==> config.mk <==
export PLATFORM = sky130hd
export DESIGN_NAME = crw_clock_reset_ctrl
export DESIGN_NICKNAME = d
export VERILOG_FILES = /design/src/hdl/crw_divider.v /design/src/hdl/crw_clock_reset_ctrl.v
export VERILOG_INCLUDE_DIRS = /design/src /design/src/hdl
export SDC_FILE = /design/constraint.sdc
export NUM_CORES = 2
export LEC_CHECK = 0
export ABC_AREA = 1
export BUFFER_PORTS_ARGS = -buffer_cell sky130_fd_sc_hd__buf_2
export CAP_MARGIN = 40
export CORE_UTILIZATION = 40
export CTS_CLUSTER_DIAMETER = 150
export DETAILED_ROUTE_END_ITERATION = 16
export PLACE_DENSITY = 0.65
export SYNTH_ARGS = -nofsm -noshare
export SYNTH_HDL_FRONTEND = slang
export SYNTH_SLANG_ARGS = --single-unit
==> constraint.sdc <==
create_clock -name clk_sys -period 15.1 [get_ports clk_sys]
set_clock_uncertainty 0.15 [all_clocks]
set_input_delay 0.755 -clock clk_sys [delete_from_list [all_inputs] [get_ports clk_sys]]
set_output_delay 0.755 -clock clk_sys [all_outputs]
set_load 0.01 [all_outputs]
==> src/hdl/crw_defines.vh <==
// constants for the clock, reset and watchdog controller
`ifndef CRW_DEFINES_VH
`define CRW_DEFINES_VH
`define CRW_SRC_MAIN 3'h0
`define CRW_SRC_LOWSPD 3'h1
`define CRW_SRC_FASTXTAL 3'h2
`define CRW_SRC_WATCH 3'h3
`define CRW_SRC_PIN 3'h4
`define CRW_OSC_RESET_MHZ 6'h18
`define CRW_OSC_MIN_MHZ 6'h03
`define CRW_OSC_MAX_MHZ 6'h30
`define CRW_OSC_FLASH_MHZ 6'h30
`define CRW_FLASH_ROW_MS 20
`define CRW_CLK_MHZ 200
`define CRW_FLASH_ROW_CYC (`CRW_FLASH_ROW_MS * 1000 * `CRW_CLK_MHZ)
`define CRW_NUM_DIV 12
`define CRW_NUM_FRAC_DIV 2
`define CRW_NUM_PCLK 16
`define CRW_CAUSE_WDOG 0
`define CRW_CAUSE_SOFT 1
`define CRW_CAUSE_EXT 2
`define CRW_CAUSE_BROWN 3
`define CRW_MODE_ACTIVE 3'h0
`define CRW_MODE_SLEEP 3'h1
`define CRW_MODE_DEEP 3'h2
`define CRW_MODE_HIBER 3'h3
`define CRW_MODE_STOP 3'h4
`endif

==> src/hdl/crw_divider.v <==
// one peripheral clock divider with optional half step
`timescale 1ns/1ps
module crw_divider #(
   parameter FRAC = 0
)
(
   input wire clk_sys,
   input wire rst,
   input wire enable,
   input wire [15:0] div_val,
   input wire half_step,
   output reg tick_q,
   output reg lead_q
);
   reg [16:0] cnt_q;
   reg [15:0] cur_val_q;
   reg cur_half_q;
   reg phase_q;
   wire [16:0] limit;
   wire wrap;
   // half step: alternate periods are one cycle longer
   assign limit = {1'b0, cur_val_q} + {16'h0000, (FRAC != 0) & cur_half_q & phase_q};
   assign wrap = (cnt_q >= limit);
   always @(posedge clk_sys or posedge rst)
   begin
      if (rst)
      begin
         cnt_q <= 17'h00000;
         cur_val_q <= 16'h0000;
         cur_half_q <= 1'b0;
         phase_q <= 1'b0;
         tick_q <= 1'b0;
         lead_q <= 1'b0;
      end
      else if (!enable)
      begin
         cnt_q <= 17'h00000;
         tick_q <= 1'b0;
         lead_q <= 1'b0;
         cur_val_q <= div_val;
         cur_half_q <= half_step;
      end
      else
      begin
         // analog lead pulse one cycle before the digital tick
         lead_q <= (cnt_q + 17'h00001 >= limit) & ~wrap;
         tick_q <= wrap;
         if (wrap)
         begin
            cnt_q <= 17'h00000;
            phase_q <= ~phase_q;
            cur_val_q <= div_val;
            cur_half_q <= half_step;
         end
         else
            cnt_q <= cnt_q + 17'h00001;
      end
   end
endmodule

==> src/hdl/crw_clock_reset_ctrl.v <==
// clock select, oscillator control, dividers, watchdog, reset cause and power modes
`timescale 1ns/1ps
`include "crw_defines.vh"
module crw_clock_reset_ctrl #(
   parameter DIV_W = 16,
   parameter TRIM_W = 8,
   parameter WDOG_W = 16,
   parameter FLASH_ROW_CYC = `CRW_FLASH_ROW_CYC
)
(
   input wire clk_sys,
   input wire rst,
   input wire por_n,
   input wire [4:0] src_clk_in,
   input wire [2:0] src_sel,
   input wire [5:0] osc_freq_mhz,
   input wire flash_busy,
   input wire [TRIM_W-1:0] nvl_trim,
   input wire [TRIM_W-1:0] flash_trim,
   input wire flash_trim_use,
   input wire wdog_enable,
   input wire wdog_src_watch,
   input wire [WDOG_W-1:0] wdog_timeout,
   input wire wdog_service,
   input wire soft_reset_req,
   input wire external_reset_input_n,
   input wire brownout_reset,
   input wire supply_ok,
   input wire [7:0] lvd_level,
   input wire [7:0] supply_level,
   input wire cause_clear,
   input wire [2:0] mode_req,
   input wire wake_event,
   input wire [`CRW_NUM_DIV-1:0] div_enable,
   input wire [`CRW_NUM_DIV*DIV_W-1:0] div_values,
   input wire [`CRW_NUM_FRAC_DIV-1:0] div_half,
   input wire [`CRW_NUM_PCLK*4-1:0] pclk_map,
   output reg [4:0] src_gate_q,
   output reg [2:0] src_active_q,
   output reg [5:0] osc_freq_q,
   output reg [TRIM_W-1:0] osc_trim_q,
   output reg flash_timeout_q,
   output reg sys_reset_q,
   output reg [3:0] reset_cause_q,
   output reg low_voltage_interrupt_q,
   output reg [2:0] power_mode_q,
   output reg [`CRW_NUM_PCLK-1:0] pclk_tick_q,
   output reg [`CRW_NUM_PCLK-1:0] pclk_lead_q
);
   localparam SW_IDLE = 2'h0;
   localparam SW_WAIT_OFF = 2'h1;
   localparam SW_WAIT_ON = 2'h2;
   // synchronisers for pins and foreign clocks
   reg [4:0] src_s1_q;
   reg [4:0] src_s2_q;
   reg external_reset_input_s1_q;
   reg external_reset_input_s2_q;
   reg bod_s1_q;
   reg bod_s2_q;
   reg sok_s1_q;
   reg sok_s2_q;
   reg [1:0] sw_state_q;
   reg [2:0] sw_target_q;
   reg [5:0] osc_user_q;
   reg [31:0] flash_cnt_q;
   reg trim_loaded_q;
   reg wclk_prev_q;
   reg [WDOG_W-1:0] wdog_cnt_q;
   reg wdog_fire_q;
   reg wsel_prev_q;
   reg wake_s1_q;
   reg wake_s2_q;
   reg por_s1_q;
   reg por_s2_q;
   wire [`CRW_NUM_DIV-1:0] div_tick;
   wire [`CRW_NUM_DIV-1:0] div_lead;
   wire wclk_now;
   wire wdog_tick;
   wire int_reset_req;
   wire [3:0] cause_now;
   always @(posedge clk_sys or posedge rst)
   begin
      if (rst)
      begin
         src_s1_q <= 5'h00;
         src_s2_q <= 5'h00;
         external_reset_input_s1_q <= 1'b1;
         external_reset_input_s2_q <= 1'b1;
         bod_s1_q <= 1'b0;
         bod_s2_q <= 1'b0;
         sok_s1_q <= 1'b0;
         sok_s2_q <= 1'b0;
         wake_s1_q <= 1'b0;
         wake_s2_q <= 1'b0;
      end
      else
      begin
         src_s1_q <= src_clk_in;
         src_s2_q <= src_s1_q;
         external_reset_input_s1_q <= external_reset_input_n;
         external_reset_input_s2_q <= external_reset_input_s1_q;
         bod_s1_q <= brownout_reset;
         bod_s2_q <= bod_s1_q;
         sok_s1_q <= supply_ok;
         sok_s2_q <= sok_s1_q;
         // wake events come from pins and comparators
         wake_s1_q <= wake_event;
         wake_s2_q <= wake_s1_q;
      end
   end
   // glitch-free switch: drop old gate while its clock is low, then raise new gate while low
   always @(posedge clk_sys or posedge rst)
   begin
      if (rst)
      begin
         sw_state_q <= SW_IDLE;
         sw_target_q <= `CRW_SRC_MAIN;
         src_active_q <= `CRW_SRC_MAIN;
         src_gate_q <= 5'h01;
      end
      else
      begin
         case (sw_state_q)
            SW_IDLE:
            begin
               // a request made during a switch waits until idle
               if (src_sel != src_active_q && src_sel <= `CRW_SRC_PIN)
               begin
                  sw_target_q <= src_sel;
                  sw_state_q <= SW_WAIT_OFF;
               end
            end
            SW_WAIT_OFF:
            begin
               if (!src_s2_q[src_active_q])
               begin
                  src_gate_q <= 5'h00;
                  sw_state_q <= SW_WAIT_ON;
               end
            end
            SW_WAIT_ON:
            begin
               if (!src_s2_q[sw_target_q])
               begin
                  src_gate_q <= 5'h01 << sw_target_q;
                  src_active_q <= sw_target_q;
                  sw_state_q <= SW_IDLE;
               end
            end
            default:
               sw_state_q <= SW_IDLE;
         endcase
      end
   end
   // oscillator frequency, flash override and trim
   always @(posedge clk_sys or posedge rst)
   begin
      if (rst)
      begin
         osc_user_q <= `CRW_OSC_RESET_MHZ;
         osc_freq_q <= `CRW_OSC_RESET_MHZ;
         flash_cnt_q <= 32'h00000000;
         flash_timeout_q <= 1'b0;
         trim_loaded_q <= 1'b0;
         osc_trim_q <= {TRIM_W{1'b0}};
      end
      else
      begin
         if (osc_freq_mhz >= `CRW_OSC_MIN_MHZ && osc_freq_mhz <= `CRW_OSC_MAX_MHZ)
            osc_user_q <= osc_freq_mhz;
         if (flash_busy)
         begin
            osc_freq_q <= `CRW_OSC_FLASH_MHZ;
            if (flash_cnt_q < FLASH_ROW_CYC)
               flash_cnt_q <= flash_cnt_q + 32'h00000001;
            else
               flash_timeout_q <= 1'b1;
         end
         else
         begin
            osc_freq_q <= osc_user_q;
            flash_cnt_q <= 32'h00000000;
            flash_timeout_q <= 1'b0;
         end
         if (!trim_loaded_q)
         begin
            osc_trim_q <= nvl_trim;
            trim_loaded_q <= 1'b1;
         end
         else if (flash_trim_use)
            osc_trim_q <= flash_trim;
      end
   end
   // watchdog clocked by rising edges of the selected slow source
   assign wclk_now = wdog_src_watch ? src_s2_q[`CRW_SRC_WATCH] : src_s2_q[`CRW_SRC_LOWSPD];
   // no tick on the cycle the source select flips: the two clocks differ in level
   assign wdog_tick = wclk_now & ~wclk_prev_q & (wsel_prev_q == wdog_src_watch);
   always @(posedge clk_sys or posedge rst)
   begin
      if (rst)
      begin
         wclk_prev_q <= 1'b0;
         wsel_prev_q <= 1'b0;
         wdog_cnt_q <= {WDOG_W{1'b0}};
         wdog_fire_q <= 1'b0;
      end
      else
      begin
         wclk_prev_q <= wclk_now;
         wsel_prev_q <= wdog_src_watch;
         wdog_fire_q <= 1'b0;
         if (!wdog_enable || wdog_service)
            wdog_cnt_q <= {WDOG_W{1'b0}};
         else if (wdog_tick)
         begin
            // keeps counting in every power mode
            if (wdog_cnt_q + 1'b1 >= wdog_timeout)
            begin
               wdog_fire_q <= 1'b1;
               wdog_cnt_q <= {WDOG_W{1'b0}};
            end
            else
               wdog_cnt_q <= wdog_cnt_q + 1'b1;
         end
      end
   end
   // reset request and its cause
   assign int_reset_req = wdog_fire_q | soft_reset_req | ~external_reset_input_s2_q | bod_s2_q;
   // cause taken straight from the requests, before sys_reset_q can loop back into rst
   assign cause_now = {bod_s2_q, ~external_reset_input_s2_q, soft_reset_req, wdog_fire_q};
   always @(posedge clk_sys or posedge rst)
   begin
      if (rst)
      begin
         sys_reset_q <= 1'b1;
      end
      else
      begin
         sys_reset_q <= int_reset_req;
      end
   end
   // cause record: cleared by power-on or cause_clear, never by the resets it logs
   always @(posedge clk_sys or negedge por_n)
   begin
      if (!por_n)
      begin
         por_s1_q <= 1'b0;
         por_s2_q <= 1'b0;
         reset_cause_q <= 4'h0;
      end
      else
      begin
         por_s1_q <= 1'b1;
         por_s2_q <= por_s1_q;
         // set wins over clear; nothing logged until power-on release has settled
         if (por_s2_q)
         begin
            reset_cause_q <= (cause_clear ? 4'h0 : reset_cause_q) | cause_now;
         end
      end
   end
   // power modes and low voltage flag
   always @(posedge clk_sys or posedge rst)
   begin
      if (rst)
      begin
         power_mode_q <= `CRW_MODE_ACTIVE;
         low_voltage_interrupt_q <= 1'b0;
      end
      else
      begin
         low_voltage_interrupt_q <= (supply_level <= lvd_level);
         if (power_mode_q != `CRW_MODE_ACTIVE)
         begin
            if (wake_s2_q)
               power_mode_q <= `CRW_MODE_ACTIVE;
         end
         else if (mode_req != `CRW_MODE_ACTIVE && mode_req <= `CRW_MODE_STOP && sok_s2_q)
            power_mode_q <= mode_req;
      end
   end
   genvar gi;
   generate
      for (gi = 0; gi < `CRW_NUM_DIV; gi = gi + 1)
      begin : g_div
         crw_divider #(
            .FRAC(gi >= `CRW_NUM_DIV - `CRW_NUM_FRAC_DIV)
         ) u_div (
            .clk_sys(clk_sys),
            .rst(rst),
            .enable(div_enable[gi]),
            .div_val(div_values[gi*DIV_W +: DIV_W]),
            .half_step((gi >= `CRW_NUM_DIV - `CRW_NUM_FRAC_DIV) ? div_half[gi % `CRW_NUM_FRAC_DIV] : 1'b0),
            .tick_q(div_tick[gi]),
            .lead_q(div_lead[gi])
         );
      end
      for (gi = 0; gi < `CRW_NUM_PCLK; gi = gi + 1)
      begin : g_pclk
         wire [3:0] map_idx;
         wire map_ok;
         wire [3:0] map_sel;
         // codes above 11 stay idle; select clamped to stay in range
         assign map_idx = pclk_map[gi*4 +: 4];
         assign map_ok = (map_idx < `CRW_NUM_DIV);
         assign map_sel = map_ok ? map_idx : 4'h0;
         always @(posedge clk_sys or posedge rst)
         begin
            if (rst)
            begin
               pclk_tick_q[gi] <= 1'b0;
               pclk_lead_q[gi] <= 1'b0;
            end
            else
            begin
               pclk_tick_q[gi] <= map_ok & div_tick[map_sel];
               pclk_lead_q[gi] <= map_ok & div_lead[map_sel];
            end
         end
      end
   endgenerate
endmodule

==> flow_summary.json <==
{
  "final-max-slew-violation-count": 0,
  "async_flop_share_pct": 100,
  "cp-end-kind": "register",
  "worstSetupStartpointType": "register",
  "grt_pass1_vias": 33600,
  "drt-initial-drc-count": 2613,
  "syn_area_mm2": 0.0391,
  "cp_max_fo": 34,
  "power_density_mw_per_mm2": 92.6,
  "peakVddDrop_uv": 84.6,
  "root_buffer": "clkbuf_16",
  "tns_ps": 0,
  "worstPathRequired_ps": 15470,
  "fin_crit_sh_pct": 23.9,
  "critical_path_class": "reg -> reg",
  "num_vias": 35800,
  "cts_inserted_buffers": 71,
  "relSlewSlack_pct": 38.9,
  "drc": 0,
  "ys.flop_type": "dfrtp_1",
  "p_leak_uw": 0.0240,
  "synth_cells": 5254,
  "die_h_um": 314,
  "wl_per_cell_um": 15.9,
  "cts_hold_buf": 2,
  "wl_um": 111000,
  "viasPerCell": 5.13,
  "core_mm2": 0.0967,
  "cts_resized": 0,
  "ys_types": 62,
  "ys_warn_count": 0,
  "grt_max_degree": 173,
  "cap_violations": 0,
  "clk_latency_ps": 650,
  "dr.pass1.iters": 6,
  "drive_gt1_share_pct": 10.8,
  "post-cts-setup-buffers": 0,
  "seq_area_frac_synth_pct": 36.6,
  "pin_count": 413,
  "gp_congestion": 0.933,
  "cts_tree": "built",
  "synth-edff-count": 0,
  "hold_violations": 0,
  "final_common_cell": "nand2_1",
  "arrival_ps": 3980,
  "place_hpwl_um": 84500,
  "n_fill_cell": 9608,
  "nNetsFinal": 6385,
  "cts_sinks": 571,
  "die_w_um": 314,
  "fin_area_mm2": 0.0451,
  "reg2reg_slack_ps": 11490,
  "holdCritPathClass": "in -> reg",
  "finalSetupViolCount": 0,
  "dpl.cell_count": 6837,
  "cts-htree-levels": 3,
  "grt_pass1_wl_um": 177000,
  "fmax_ghz": 0.277,
  "final_cell_mix": "nand2_1 (1118), inv_1 (823), nor2_1 (576)",
  "port-buffer-count": 412,
  "postSynthAreaPerCell_um2": 7.43,
  "final-instance-count-excl-fill": 6984,
  "grt-ovfl-total": 0,
  "final_antenna_net_count": 0,
  "worst-slew-pin-transition_ps": 916,
  "dieArea_mm2": 0.0989,
  "status": "complete, no violations",
  "syn_to_final_growth_pct": 15.4,
  "grt_use_total_pct": 22.3,
  "clock_path_buffers": 3,
  "ys_ff_latch": 571,
  "clkTransAtPathRegs_ps": 60,
  "rsz0062_at_grt": "no",
  "initial_core_util_pct": 40.4,
  "num_rows": 114,
  "layout_min_cycle_time_ps": 3610,
  "antenna_found_initial": 43,
  "placed_area_mm2": 0.0424
}
==> stage by stage <==
| step | util [%] | power [uW] | hold slack, ps | worst slack [ps] |
|---|---|---|---|---|
| 2_1_floorplan | - | 2120 | 181 | 6510 |
| 6_report | 46.6 | 4170 | 65.3 | 11490 |
| 3_3_place_gp | 43.8 | 2320 | 183 | 11590 |
| 5_1_grt | 46.6 | 4400 | 12.2 | 11120 |
| 3_5_place_dp | 43.9 | 2340 | 186 | 11490 |
| 4_1_cts | 46.6 | 4240 | 8.00 | 11480 |
==> cells in the mapped netlist (all sizes together), types with 2 or more instances <==
cell / count / area [um2]
a211oi: 21 / 158
nor2: 590 / 2280
o21a: 2 / 15.0
a31oi: 9 / 56.3
dfstp: 8 / 210
o31ai: 10 / 75.1
clkbuf: 98 / 369
o21ai: 397 / 1990
a32o: 7 / 70.1
a21oi: 269 / 1350
o22ai: 7 / 43.8
nand3b: 12 / 90.1
clkinv: 3 / 11.3
nor3b: 12 / 90.1
dfrtp: 563 / 14100
nor4: 28 / 175
nand2: 1125 / 4250
xnor2: 25 / 219
and3: 5 / 31.3
o311ai: 4 / 35.0
xor2: 118 / 1030
a22oi: 10 / 75.1
o41ai: 2 / 17.5
o2111ai: 9 / 78.8
o211ai: 86 / 646
a22o: 2 / 17.5
nor3: 73 / 370
a41oi: 4 / 35.0
o21bai: 11 / 82.6
a21boi: 6 / 45.0
or2: 24 / 150
a21o: 14 / 105
ha: 400 / 5000
o221ai: 11 / 96.3
nand4: 153 / 957
nand3: 275 / 1410
inv: 827 / 3110
buf: 26 / 156
==> worst max-delay path, cell delays in order, from the launching register on <==
cell and delay [ps]:
dfrtp_1 360, nand2_1 60, inv_1 70, ha_1 140
ha_1 230, nand2_1 140, nor2_2 230, nand4_1 120
or2_2 330, ha_1 320, nand2_1 80, inv_1 40
nand4_1 70, nor2_1 50, nand3_1 70, nor2_1 40
nand3_1 50, nand2_1 80, inv_4 190, nand3_4 380
nand2_1 190, nand2_1 60
==> metal layers <==
layer  vias up  wire length, um  global-route usage (%)
met2      1004            49700                    35.5
met4        44             3580                    7.31
met1     16500            48700                    29.0
met3       263             9020                    6.07
met5         -              273                       0
li1      18000                -                       -
==> final timing paths <==
kind / start / depth (start not counted) / to
setup / recovery: g_div[11].u_div.phase_q / 21 / g_div[11].u_div.cur_val_q[15]
max in group asynchronous: rst / 5 / g_div[4].u_div.tick_q
setup reg to reg: g_div[11].u_div.phase_q / 21 / g_div[11].u_div.cur_val_q[15]
hold / removal: external_reset_input_n / 1 / external_reset_input_s1_q
min in group asynchronous: por_n / 2 / reset_cause_q[1]
hold reg to reg: wake_s1_q / 0 / wake_s2_q
==> final cells by class <==
class,instances,area [um2],share of cell area [%]
Sequential cell,571,14300,31.7
Clock inverter,44,674,1.50
Antenna cell,13,32.5,0.0722
Clock buffer,88,1920,4.26
Multi-Input combinational cell,3730,21100,46.9
Tap cell,1276,1600,3.54
Inverter,830,3120,6.92
Timing Repair Buffer,432,2310,5.12
==> power by group <==
part           internal (uW)  switching [uW]
sequential              1620            59.1
clock                   1130             735
combinational            221             409
total                   2970            1200
==> kinds of logic after synthesis <==
logic type / Yosys count / synth area share [%]
other: 1 / 0.00960
buffers and inverters: 954 / 9.33
DFF: 571 / 36.6
adders and majority gates: 400 / 12.8
and+or+nand+nor: 2300 / 25.1
xor gates and xnor gates: 144 / 3.26
AOI/OAI and AO/OA: 882 / 12.8
muxes: 2 / 0.0545
==> registers in the layout (all words and copies together) (netlist names), 2 cells and up <==
name	flops
pclk_tick_q	16
osc_user_q	6
sw_target_q	3
pclk_lead_q	16
g_div.u_div.cnt_q	204
wdog_cnt_q	16
src_s2_q	5
g_div.u_div.phase_q	2
reset_cause_q	4
g_div.u_div.cur_half_q	2
power_mode_q	3
src_s1_q	5
osc_trim_q	8
src_gate_q	5
g_div.u_div.tick_q	12
osc_freq_q	6
g_div.u_div.lead_q	12
src_active_q	3
sw_state_q	2
g_div.u_div.cur_val_q	192
flash_cnt_q	32
No activity file was read; power rests on OpenSTA's default activity.
